## config.mk

```make
export PLATFORM = sky130hd
export DESIGN_NAME = prr_core
export DESIGN_NICKNAME = d
export VERILOG_FILES = /design/src/inc/prr_pkg.sv /design/src/core/prr_core.sv
export SDC_FILE = /design/constraint.sdc
export NUM_CORES = 1
export LEC_CHECK = 0
export BUFFER_PORTS_ARGS = -buffer_cell sky130_fd_sc_hd__clkbuf_2
export CORE_MARGIN = 3
export CORE_UTILIZATION = 55
export CTS_BUF_LIST = sky130_fd_sc_hd__clkbuf_8
export DETAILED_ROUTE_END_ITERATION = 7
export PLACE_DENSITY = 0.73
export SKIP_LAST_GASP = 1
export SLEW_MARGIN = 20
export SYNTH_ARGS = -nofsm -noshare
export SYNTH_HDL_FRONTEND = slang
export SYNTH_SLANG_ARGS = --single-unit
```

## constraint.sdc

```tcl
create_clock -name clock_i -period 3.4 [get_ports clock_i]
set_input_delay 0 -clock clock_i [delete_from_list [all_inputs] [get_ports clock_i]]
set_output_delay 0 -clock clock_i [all_outputs]
set_load 0.005 [all_outputs]
```

## src/inc/prr_pkg.sv

```systemverilog
// Constants and types for the pattern register readout path.
// Assumes a single 50 MHz clock domain and one data beat per clock.
package prr_pkg;

    // =====================================================================
    // Mode register fields
    localparam logic [2:0] PRR_MR3_SEL      = 3'h3;
    localparam int         PRR_MR_W         = 18;
    localparam int         PRR_MR3_EN_BIT   = 2;
    localparam int         PRR_MR3_FMT_LSB  = 11;
    localparam int         PRR_MR3_PAGE_LSB = 0;
    localparam logic [1:0] PRR_BL_FIXED8    = 2'h0;
    localparam logic [1:0] PRR_BL_OTF       = 2'h1;
    localparam logic [1:0] PRR_BL_FIXED4    = 2'h2;

    // =====================================================================
    // Burst shape and latency
    localparam logic [2:0] PRR_BURST_LAST   = 3'h7;
    localparam logic [2:0] PRR_CHOP_HI_OFS  = 3'h4;
    localparam logic [5:0] PRR_MIN_RL       = 6'h02;

    // =====================================================================
    // Page zero power-up patterns, locations zero to three
    localparam logic [7:0] PRR_LOC0_RST     = 8'h55;
    localparam logic [7:0] PRR_LOC1_RST     = 8'h33;
    localparam logic [7:0] PRR_LOC2_RST     = 8'h0F;
    localparam logic [7:0] PRR_LOC3_RST     = 8'h00;

    // =====================================================================
    // Types
    typedef enum logic [1:0] {FMT_SERIAL, FMT_PARALLEL, FMT_STAGGER, FMT_RESERVED} prr_fmt_e;
    typedef enum logic {ST_IDLE, ST_DATA} prr_state_e;

    typedef struct packed {
        logic       vld;
        logic [1:0] loc;
        logic [1:0] page;
        prr_fmt_e   fmt;
        logic       bc4;
        logic       a2;
    } prr_req_s;

endpackage

```

## src/core/prr_core.sv

```systemverilog
// Read path of the pattern readout registers: mode tracking, page zero
// storage, read latency pipeline and DQ/DQS burst formatting.
// Assumes the controller keeps its own command spacing and address rules;
// one DQ beat per clock, bursts at least eight clocks apart.

// Behaviour
// Readout bursts are fixed eight-beat or fixed four-beat chop only.
// Read inversion enable is ignored in readout mode; data never inverted.
// Chopped reads must start at column 000 or 100.
// Page zero starts at defaults; only page zero is writable, values persist.
// Page zero reads may use short spacing; pages one to three long.
// Before entry, controller locks DLL, precharges all and waits.
// Entry by register three write with bit 2 high, then delays.
// Register three bits 12:11 select serial, parallel, staggered or reserved.
// Register three bits 1:0 select page zero to three.
// Reads are redirected to location chosen by bank address bits 1:0.
// Chop bit selects burst; with on-the-fly setting controller drives it high.
// Column bit 2: eight-beat needs low; chop gives 0-3 or 4-7.
// Column bits 1:0 must be 00; other address bits ignored.
// Data bursts additive plus CAS latency after the read command.
// Exit by register three bit 2 low after exit delay.
// Serial format is required for status pages; patterns any format.
// Strobes toggle with data as in normal reads, honouring preamble.
// Serial: every lane carries the byte, bit 7 first, bit 0 last.
// Parallel: bit 7 on lane 0 to bit 0 on lane 7, every beat.
// Parallel format reads only location zero.
// Parallel: four lanes give upper nibble; sixteen lanes repeat the byte.
module prr_core
    import prr_pkg::*;
#(
    parameter int DQ_W    = 8,
    parameter int MAX_LAT = 64
)(
    input  wire logic                clock_i,
    input  wire logic                rstn_i,
    input  wire logic                mrs_i,
    input  wire logic [2:0]          mr_sel_i,
    input  wire logic [PRR_MR_W-1:0] mr_addr_i,
    input  wire logic [1:0]          mr0_bl_i,
    input  wire logic                rd_dbi_en_i,
    input  wire logic                rd_preamble_i,
    input  wire logic [4:0]          al_i,
    input  wire logic [4:0]          cl_i,
    input  wire logic                rd_i,
    input  wire logic [1:0]          ba_i,
    input  wire logic [2:0]          col_i,
    input  wire logic                burst_chop_address_bit_i,
    input  wire logic                pat_wr_i,
    input  wire logic [1:0]          pat_wr_loc_i,
    input  wire logic [7:0]          pat_wr_data_i,
    input  wire logic [95:0]         page_data_i,
    output logic      [DQ_W-1:0]     dq_o,
    output logic                     dq_oe_o,
    output logic                     dqs_o,
    output logic                     dqs_oe_o,
    output logic                     dbi_n_o,
    output logic                     mode_active_o,
    output logic      [1:0]          readout_format_o,
    output logic      [1:0]          page_o,
    output logic                     cmd_error_o
);

    // =====================================================================
    // Mode register three tracking
    logic       mrs3;
    logic       rd_acc;
    logic       bc4;
    prr_fmt_e   fmt_q;
    logic [1:0] page_q;

    assign mrs3   = mrs_i && (mr_sel_i == PRR_MR3_SEL);
    assign rd_acc = rd_i && mode_active_o;

    // Enable, format and page captured on each register three write
    always_ff @(posedge clock_i or negedge rstn_i)
    begin
        if (!rstn_i)
        begin
            mode_active_o <= 1'b0;
            fmt_q         <= FMT_SERIAL;
            page_q        <= 2'h0;
        end
        else if (mrs3)
        begin
            mode_active_o <= mr_addr_i[PRR_MR3_EN_BIT];
            fmt_q         <= prr_fmt_e'(mr_addr_i[PRR_MR3_FMT_LSB +: 2]);
            page_q        <= mr_addr_i[PRR_MR3_PAGE_LSB +: 2];
        end
    end

    assign readout_format_o = fmt_q;
    assign page_o           = page_q;

    // =====================================================================
    // Pattern storage: page zero writable, pages one to three from status
    logic [7:0] page0_q [4];
    logic [7:0] pat_all [16];

    // Page zero holds defaults until rewritten in readout mode
    always_ff @(posedge clock_i or negedge rstn_i)
    begin
        if (!rstn_i)
        begin
            page0_q[0] <= PRR_LOC0_RST;
            page0_q[1] <= PRR_LOC1_RST;
            page0_q[2] <= PRR_LOC2_RST;
            page0_q[3] <= PRR_LOC3_RST;
        end
        else if (pat_wr_i && mode_active_o && page_q == 2'h0)
        begin
            page0_q[pat_wr_loc_i] <= pat_wr_data_i;
        end
    end

    // Flat view of all sixteen bytes, indexed by page and location
    always_comb
    begin
        for (int i = 0; i < 16; i++)
        begin
            pat_all[i] = (i < 4) ? page0_q[i] : page_data_i[(i-4)*8 +: 8];
        end
    end

    // =====================================================================
    // Command decode and latency pipeline
    logic [5:0] rl;
    logic [5:0] rl_idx;
    prr_req_s   new_req;
    prr_req_s   line_q [MAX_LAT];

    // Fixed eight or fixed chop; on-the-fly uses the chop bit, high meaning eight
    assign bc4 = (mr0_bl_i == PRR_BL_FIXED4) ||
                 (mr0_bl_i == PRR_BL_OTF && !burst_chop_address_bit_i);
    assign rl  = 6'(al_i) + 6'(cl_i);
    assign rl_idx = (rl < PRR_MIN_RL) ? (PRR_MIN_RL - 6'h01) :
                    (int'(rl) > MAX_LAT) ? 6'(MAX_LAT - 1) :
                    (rl - 6'h01);

    // Read redirected to the chosen location of the selected page
    always_comb
    begin
        new_req      = '0;
        new_req.vld  = rd_acc;
        new_req.loc  = ba_i;
        new_req.page = page_q;
        new_req.fmt  = fmt_q;
        new_req.bc4  = bc4;
        new_req.a2   = bc4 && col_i[2];
    end

    // Shift toward slot zero; a read enters so that data starts RL later
    always_ff @(posedge clock_i or negedge rstn_i)
    begin
        if (!rstn_i)
        begin
            for (int i = 0; i < MAX_LAT; i++)
            begin
                line_q[i] <= '0;
            end
        end
        else
        begin
            for (int i = 0; i < MAX_LAT; i++)
            begin
                if (rd_acc && 6'(i) == rl_idx)
                begin
                    line_q[i] <= new_req;
                end
                else
                begin
                    line_q[i] <= (i < MAX_LAT - 1) ? line_q[(i + 1) % MAX_LAT] : '0;
                end
            end
        end
    end

    // Flag reads that break the address rules, one cycle after the command
    always_ff @(posedge clock_i or negedge rstn_i)
    begin
        if (!rstn_i)
        begin
            cmd_error_o <= 1'b0;
        end
        else
        begin
            cmd_error_o <= (rd_acc && (col_i[1:0] != 2'h0 ||
                                       (!bc4 && col_i[2]) ||
                                       (fmt_q == FMT_PARALLEL && ba_i != 2'h0))) ||
                           (pat_wr_i && mode_active_o && page_q != 2'h0);
        end
    end

    // =====================================================================
    // Burst engine
    prr_state_e      state_q;
    prr_state_e      nxt_state;
    logic [2:0]      beat_q;
    logic [2:0]      nxt_beat;
    logic [2:0]      beat_ix;
    prr_req_s        req_q;
    prr_req_s        nxt_req;
    logic            lane_oe;
    logic [DQ_W-1:0] lane_d;

    // Launch from slot zero, then count eight beats
    always_comb
    begin
        nxt_state = state_q;
        nxt_beat  = beat_q;
        nxt_req   = req_q;
        if (line_q[0].vld)
        begin
            nxt_state = ST_DATA;
            nxt_beat  = 3'h0;
            nxt_req   = line_q[0];
        end
        else
        begin
            unique case (state_q)
                ST_IDLE: nxt_state = ST_IDLE;
                ST_DATA:
                begin
                    if (beat_q == PRR_BURST_LAST)
                        nxt_state = ST_IDLE;
                    else
                        nxt_beat = beat_q + 3'h1;
                end
            endcase
        end
    end

    // Chop from column bit 2 high starts at beat four; eight-beat ignores it
    assign beat_ix = nxt_req.a2 ? (nxt_beat + PRR_CHOP_HI_OFS) : nxt_beat;
    // Chop drives four beats and tristates the rest
    assign lane_oe = (nxt_state == ST_DATA) && !(nxt_req.bc4 && nxt_beat[2]);

    // Per-lane bit selection for each readout format
    for (genvar j = 0; j < DQ_W; j++)
    begin : g_lane
        localparam logic [2:0] PBIT = 3'(7 - (j % 8));
        localparam logic [1:0] SOFS = 2'(j % 4);
        always_comb
        begin
            unique case (nxt_req.fmt)
                FMT_PARALLEL: lane_d[j] = pat_all[{nxt_req.page, nxt_req.loc}][PBIT];
                FMT_STAGGER:  lane_d[j] = pat_all[{nxt_req.page,
                                          2'(nxt_req.loc + SOFS)}][3'h7 - beat_ix];
                default:      lane_d[j] = pat_all[{nxt_req.page, nxt_req.loc}][3'h7 - beat_ix];
            endcase
        end
    end

    // Engine state
    always_ff @(posedge clock_i or negedge rstn_i)
    begin
        if (!rstn_i)
        begin
            state_q <= ST_IDLE;
            beat_q  <= 3'h0;
            req_q   <= '0;
        end
        else
        begin
            state_q <= nxt_state;
            beat_q  <= nxt_beat;
            req_q   <= nxt_req;
        end
    end

    // Registered pins; strobe preamble opens one or two cycles early
    always_ff @(posedge clock_i or negedge rstn_i)
    begin
        if (!rstn_i)
        begin
            dq_o     <= '0;
            dq_oe_o  <= 1'b0;
            dqs_o    <= 1'b0;
            dqs_oe_o <= 1'b0;
            dbi_n_o  <= 1'b1;
        end
        else
        begin
            dq_o     <= lane_oe ? lane_d : '0;
            dq_oe_o  <= lane_oe;
            dqs_o    <= lane_oe && !nxt_beat[0];
            dqs_oe_o <= lane_oe || line_q[1].vld ||
                        (rd_preamble_i && line_q[2].vld);
            dbi_n_o  <= 1'b1;
        end
    end

    if (DQ_W == 16)
    begin : g_x16_chk

    end
endmodule

```

# --- Word level (Yosys, flattened, before mapping) ---
# Cells that the tools add are included.
classes:
  addsub: 8
  n_lt_le_gt_ge: 8
  eq_ne: 70
  muxes: 105
  bitwise: 6
  n_reduce_logical: 94
ops:
  columns: ["cell", "n"]
  rows:
  - ["$mux W9", 64]
  - ["$eq A6 B6 Y1 const A", 32]
  - ["$bmux W8 S4", 4]
  - ["$eq A5 B6 Y1 const A", 16]
  - ["$mux W8", 11]
  - ["$logic_and A1 B1 Y1", 79]
  - ["$eq A4 B6 Y1 const A", 8]
  - ["$bwmux W32", 1]
  - ["$eq A3 B6 Y1 const A", 4]
  - ["$ge A5 B5 Y1 const B", 4]
  - ["$not A4 Y5", 4]
  - ["$demux W8 S2", 1]
  - ["$pmux W1 S2", 7]
  - ["$bmux W1 S3", 4]
  - ["$eq A2 B6 Y1 const A", 2]
  - ["$mux W3", 4]
  - ["$mux W1", 8]
  - ["$add A5 B5 Y6", 1]
  - ["$eq A1 B6 Y1 const A", 1]
  - ["$eq A2 B1 Y1 const B", 3]
  - ["$logic_not A6 Y1", 1]
  - ["$logic_or A1 B1 Y1", 6]
  - ["$lt A6 B2 Y1 const B", 1]
  - ["$mux W6", 1]
  - ["17 further kinds", 24]
word_totals:
  regBits: 637
  inputBits: 152
  out_inout_bits: 18
  wordCells: 694

# --- Logic depth before layout (Yosys ltp) ---
logic_depth:
  depth_word: 11
  ltp_mapped: 14
  mapped_depth_nobuf: 10

# --- Worst setup path after synthesis ---
# OpenSTA, ideal clock, no wires.
synth_timing:
  path_kind: "input to register"
  start: "input port al_i[0]"
  end: "register line_q[549] in the netlist's numbering"
  setup_time_ns: 0.125
  arrival_ns: 2.991
  required_time_ns: 3.275
  path_slack_ns: 0.284
  path_stages: 10
  n_path_buf: 2
  cell_sequence: "ha_1 > fa_1 > inv_1 > ha_1 > nand2b_1 > buf_1 > nor4_1 > and4b_1 > clkbuf_1 > mux2_2"
synth_via:
  elab_chain_len: 6
  elab_cells_between_ends: 7
  cone_classes: "add/sub: 2; order compare: 1; eq/ne: 1; mux: 2; reduce/logical: 1"
synth_rtl:
  columns: ["item", "line_no", "source"]
  rows:
  - ["start, declared", "prr_core.sv:42", "input wire logic [4:0] al_i,"]
  - ["$add A5 B5 Y6 (*)", "prr_core.sv:134", "assign rl = 6'(al_i) + 6'(cl_i);"]
  - ["$sub A6 B1 Y6 / $lt A6 B2 Y1 (equally long branches)", "prr_core.sv:137, prr_core.sv:135", null]
  - ["$mux W6 (*)", "prr_core.sv:135", "assign rl_idx = (rl < PRR_MIN_RL) ? (PRR_MIN_RL - 6'h01) :"]
  - ["$eq A2 B6 Y1 (*)", "prr_core.sv:165", "if (rd_acc && 6'(i) == rl_idx)"]
  - ["$logic_and A1 B1 Y1 (*)", "prr_core.sv:165", null]
  - ["$mux W9 (*)", "prr_core.sv:165", null]
  - ["end signal, assigned by index", "prr_core.sv:167", "line_q[i] <= new_req;"]
  - ["end signal, assigned by index", "prr_core.sv:171", "line_q[i] <= (i < MAX_LAT - 1) ? line_q[(i + 1) % MAX_LAT] : '0;"]
  - ["end, declared", "prr_core.sv:129", "prr_req_s line_q [MAX_LAT];"]
# Mark *: on every way between the ends. The rest lies on a longest branch, timed or not.
# A chain may end at the register's enable or synchronous reset.

# --- Final worst setup path ---
layout_timing:
  start: "register line_q[575] in the netlist's numbering"
  end: "register dq_o[3]"
layout_via:
  elab_chain_len: 10
  elab_cells_between_ends: 26
  cone_classes: "add/sub: 3; eq/ne: 2; mux: 16; bitwise: 2; reduce/logical: 3"
layout_rtl:
  columns: ["item", "line_no", "source"]
  rows:
  - ["$mux W8", "prr_core.sv:211", "if (line_q[0].vld)"]
  - ["$add A2 B2 Y2", "prr_core.sv:247", "2'(nxt_req.loc + SOFS)}][3'h7 - beat_ix];"]
  - ["$not A4 Y5 (not written as such)", "prr_core.sv:246", "FMT_STAGGER: lane_d[j] = pat_all[{nxt_req.page,"]
  - ["$bmux W8 S4", "prr_core.sv:246", null]
  - ["$mux W8 (not written as such) (2 in series)", "prr_core.sv:246", null]
  - ["$bmux W1 S3", "prr_core.sv:246", null]
  - ["$mux W1 (not written as such)", "prr_core.sv:246", null]
  - ["$pmux W1 S2", "prr_core.sv:244", "unique case (nxt_req.fmt)"]
  - ["$mux W8 (*)", "prr_core.sv:283", "dq_o <= lane_oe ? lane_d : '0;"]
  - ["end signal, assigned", "prr_core.sv:283", null]
  - ["end, declared", "prr_core.sv:52", "output logic [DQ_W-1:0] dq_o,"]
# Mark *: on every way between the ends. The rest lies on a longest branch, timed or not. The select of a mux whose other input is x is not followed.

==> Flow_metrics.wiki <==
{| class="wikitable"
! Metric !! Value
|-
| Outcome || completed
|-
| Max incr delay on CP || 0.59 ns
|-
| Number of maximum-capacitance constraint violations || 0
|-
| Share of the clock period used by the worst path after layout || 96.3%
|-
| Die width || 231 um
|-
| # port buffers || 154
|-
| Area added between synthesis and finish || 17.1%
|-
| DIE AREA || 53500 um^2
|-
| Fin cells || 3048
|-
| H-tree depth || 3
|-
| Most common cell on crit path || sky130_fd_sc_hd__buf_4
|-
| Proportion of synthesized chip area in sequential cells || 57.1%
|-
| Worst hold slack || 0.0730 ns
|-
| Pin count of the biggest net entering global routing || 129
|-
| Count of cell instances traversed by the critical path || 13
|-
| Hold Violations, Final || 0
|-
| Most utilized layer in the global route result || met2
|-
| Wirelength, routed || 66100 um
|-
| Clk root buf || sky130_fd_sc_hd__clkbuf_8
|-
| Count of flip-flops with a built-in enable after synthesis || 0
|-
| Number of DRC markers after the initial detailed-route iteration || 1566
|-
| Layout cells sized above 1 || 43.9%
|-
| Most frequent cells in the layout || sky130_fd_sc_hd__dfrtp_1, sky130_fd_sc_hd__mux2_2, sky130_fd_sc_hd__clkbuf_2
|-
| Minimum clock period || 3.27 ns
|-
| Core occupancy in the finished layout || 66.0%
|-
| Register clock-pin slew on the reported worst setup and hold paths || 0.06 ns
|-
| Avg Inst Size Synth || 13.9 um^2
|-
| Ys flop type || sky130_fd_sc_hd__dfrtp_1
|-
| Met3 usage in global routing || 5.36%
|-
| Number of cells after detailed placement || 2828
|-
| Hpwl dp || 44200 um
|-
| Max-slew headroom at the worst pin || 32.1%
|-
| Clock tree sinks || 637
|-
| Layout Nets || 2464
|-
| Worst setup skew after layout || 0.0484 ns
|-
| First-pass iteration count of the detailed router || 7
|-
| Max FO, Critical Path || 16
|-
| GR Util met1 || 34.7%
|-
| Worst Hold End || dqs_oe_o
|-
| Worst Setup End Kind || register
|-
| List of cells traversed by the critical path || buf_12 -> mux2i_4 -> clkinvlp_4 -> buf_4 -> nand3_2 -> o22ai_1 -> or4_1 -> nor3_1 -> nor3_2 -> o211ai_1 -> buf_4 -> a21oi_1 -> buf_4
|-
| Clock Path Buffers || 3
|-
| Path category of the worst min-delay check || in -> reg
|-
| Clock latency on the worst-skew pair || 0.71 ns
|-
| Total power of the final layout || 23.3 mW
|-
| Wire length of the first global-routing pass || 106000 um
|-
| Fraction of met2 tracks used by global routing || 40.3%
|-
| R2R depth || 13
|-
| Number of max-slew violations in the final report || 0
|-
| Launching point of the worst reg2reg path || line_q[575]
|-
| Slowest-stage cell, CP || sky130_fd_sc_hd__or4_1
|-
| Avg Vias per Cell || 5.81
|-
| Worst path setup slack after routing || 0.125 ns
|-
| Element type at the critical path start || register
|-
| Combined global-route utilization of all metal layers || 25.4%
|-
| CP top delay family || simple AND/OR/NAND/NOR gates
|-
| Overflow after GRT || 0
|-
| RePlAce Congestion || 0.953
|-
| Final number of setup-violating endpoints || 0
|-
| Total power per unit cell area || 713 nW/um^2
|-
| Maximum clock rate || 305 MHz
|-
| Count of antenna-violating nets left after detailed routing || 0
|-
| Start point of the worst min-delay path || rd_preamble_i
|-
| Required time at the endpoint of the critical path || 4.00 ns
|-
| Vias after detailed routing || 17.7k
|-
| Most common cell after layout, fill and taps aside || sky130_fd_sc_hd__dfrtp_1
|-
| Critical path arrival || 3.87 ns
|-
| Initial cell density of the core || 56.4%
|-
| Cell depth of the worst min-delay path || 4
|-
| Clock tree from TritonCTS || done
|-
| Top Ports || 170
|-
| Least-Margin Pin Slew || 1.02 ns
|-
| Num rows || 81
|-
| Syn. warnings || 0
|-
| Remaining DRCs || 0
|-
| Number of nets produced by synthesis || 2176
|-
| CTS Buf Count || 98
|-
| Core footprint || 49600 um^2
|-
| Reg-to-Reg End || dq_o[3]
|-
| Synth cell types || 78
|-
| Leakage power || 16.9 nW
|-
| Drt wl/cell || 21.7 um
|-
| Vias in the first global route || 18.8k
|-
| Flip-flop and latch count after synthesis || 637
|-
| Crit path buf inv count || 5
|-
| Floorplan die height || 231 um
|-
| Number of antenna violations at the first check in global routing || 8
|-
| Share of synthesized flip-flops with an asynchronous set or reset || 100%
|-
| Internal reg-to-reg setup slack || 0.13 ns
|-
| CP Class || reg -> reg
|-
| Number of instances in the synthesized netlist || 2014
|-
| Dpl ws || -0.517 ns
|-
| Post-Synthesis Cell Area || 27900 um^2
|-
| Worst IR Drop VDD || 0.000367 V
|}
area by class of cell:
class	instances	area (um^2)
clock inverter	49	310
multi-input combinational	1233	11500
clock buffer	127	1750
fill	3569	16900
timing repair buffer	315	2280
antenna	6	15.0
inverter	17	70.1
tap	664	831
sequential	637	16000
worst min-delay path: cells and delay by family:
kind,cells,cell delay (ns)
buf+inv,2,0.62
compound gates,1,0.06
simple gates,1,0.06
state kept, by name, indices dropped and copies added, names as in the netlist:
| register | count |
|---|---|
| readout_format_o | 2 |
| cmd_error_o | 1 |
| req_q | 8 |
| dq_oe_o | 1 |
| line_q | 576 |
| dqs_o | 1 |
| beat_q | 3 |
| dqs_oe_o | 1 |
| mode_active_o | 1 |
| state_q | 1 |
| page_o | 2 |
| page0_q | 32 |
| dq_o | 8 |
Yosys cell counts, types with 4 or more instances:
| cell | number | area [um^2] |
|---|---|---|
| sky130_fd_sc_hd__mux2_1 | 49 | 552 |
| sky130_fd_sc_hd__clkbuf_1 | 90 | 338 |
| sky130_fd_sc_hd__inv_1 | 15 | 56.3 |
| sky130_fd_sc_hd__nor4_1 | 9 | 56.3 |
| sky130_fd_sc_hd__o211ai_1 | 5 | 37.5 |
| sky130_fd_sc_hd__o22a_1 | 8 | 70.1 |
| sky130_fd_sc_hd__a221oi_1 | 4 | 35.0 |
| sky130_fd_sc_hd__mux2i_1 | 138 | 1380 |
| sky130_fd_sc_hd__buf_1 | 10 | 37.5 |
| sky130_fd_sc_hd__nor2b_1 | 4 | 25.0 |
| sky130_fd_sc_hd__nor3_1 | 25 | 125 |
| sky130_fd_sc_hd__buf_4 | 6 | 45.0 |
| sky130_fd_sc_hd__nor2_1 | 38 | 143 |
| sky130_fd_sc_hd__or2_2 | 24 | 150 |
| sky130_fd_sc_hd__xnor2_1 | 4 | 35.0 |
| sky130_fd_sc_hd__o21ai_0 | 13 | 65.1 |
| sky130_fd_sc_hd__a211oi_1 | 5 | 37.5 |
| sky130_fd_sc_hd__a22oi_1 | 22 | 165 |
| sky130_fd_sc_hd__and2_1 | 8 | 50.1 |
| sky130_fd_sc_hd__nor3_4 | 4 | 65.1 |
| sky130_fd_sc_hd__nand2_4 | 10 | 113 |
| sky130_fd_sc_hd__nand4_1 | 14 | 87.6 |
| sky130_fd_sc_hd__dfstp_2 | 12 | 315 |
| sky130_fd_sc_hd__buf_2 | 19 | 95.1 |
| sky130_fd_sc_hd__and3_1 | 12 | 75.1 |
| sky130_fd_sc_hd__a41oi_1 | 5 | 43.8 |
| sky130_fd_sc_hd__a22o_1 | 7 | 61.3 |
| sky130_fd_sc_hd__nor2_2 | 9 | 56.3 |
| sky130_fd_sc_hd__ha_1 | 9 | 113 |
| sky130_fd_sc_hd__nand3_1 | 30 | 150 |
| sky130_fd_sc_hd__and4b_1 | 7 | 70.1 |
| sky130_fd_sc_hd__dfrtp_1 | 625 | 15600 |
| sky130_fd_sc_hd__a21o_1 | 5 | 37.5 |
| sky130_fd_sc_hd__a21oi_1 | 17 | 85.1 |
| sky130_fd_sc_hd__or4_1 | 5 | 37.5 |
| sky130_fd_sc_hd__o22ai_1 | 20 | 125 |
| sky130_fd_sc_hd__mux4_2 | 24 | 541 |
| sky130_fd_sc_hd__nand2_1 | 103 | 387 |
| sky130_fd_sc_hd__nand2b_1 | 46 | 288 |
| sky130_fd_sc_hd__a31oi_1 | 7 | 43.8 |
| sky130_fd_sc_hd__mux2_2 | 494 | 5560 |
cells by family after synthesis:
group,after synthesis,synth area share [%]
muxes,706,28.8
DFF,637,57.1
and+or+nand+nor,365,7.38
AOI/OAI and AO/OA,145,3.77
buffers and inverters,144,2.19
adders and majority gates,10,0.475
xor gates and xnor gates,6,0.237
other,1,0.0134
repair_timing:
| item | 4_1_cts | 5_1_grt |
|---|---|---|
| gates resized for setup | 0 | 11 |
| hold endpoints to repair | 222 | 0 |
| setup buffers | 0 | 3 |
| endpoints found under the setup margin | 0 | 7 |
| hold buffers | 35 | 0 |
power breakdown:
part           internal, mW  switching, mW
logic                  3.33           4.24
registers              8.75          0.526
clock network          3.53           2.95
routing by layer:
| metal | wire (um) | part of all wire (%) |
|---|---|---|
| met5 | 0 | 0 |
| met4 | 1980 | 3.0 |
| met3 | 4120 | 6.2 |
| met2 | 31700 | 48 |
| met1 | 28300 | 43 |
stage by stage:
stage          area [um^2]  setup TNS, ns
2_1_floorplan        27900              0
3_3_place_gp         30200         -29.15
3_5_place_dp         30200         -47.86
4_1_cts              32600              0
5_1_grt              32700        -0.0344
6_report             32700              0
worst max-delay path by stage:
stage	end	from
after floorplan	line_q[549]	al_i[0]
after detailed placement	line_q[69]	al_i[0]
after CTS	dq_o[3]	line_q[575]
after global routing	dq_o[3]	line_q[575]
final	dq_o[3]	line_q[575]
after global placement	line_q[16]	al_i[0]
No activity file was read; power rests on OpenSTA's default activity.
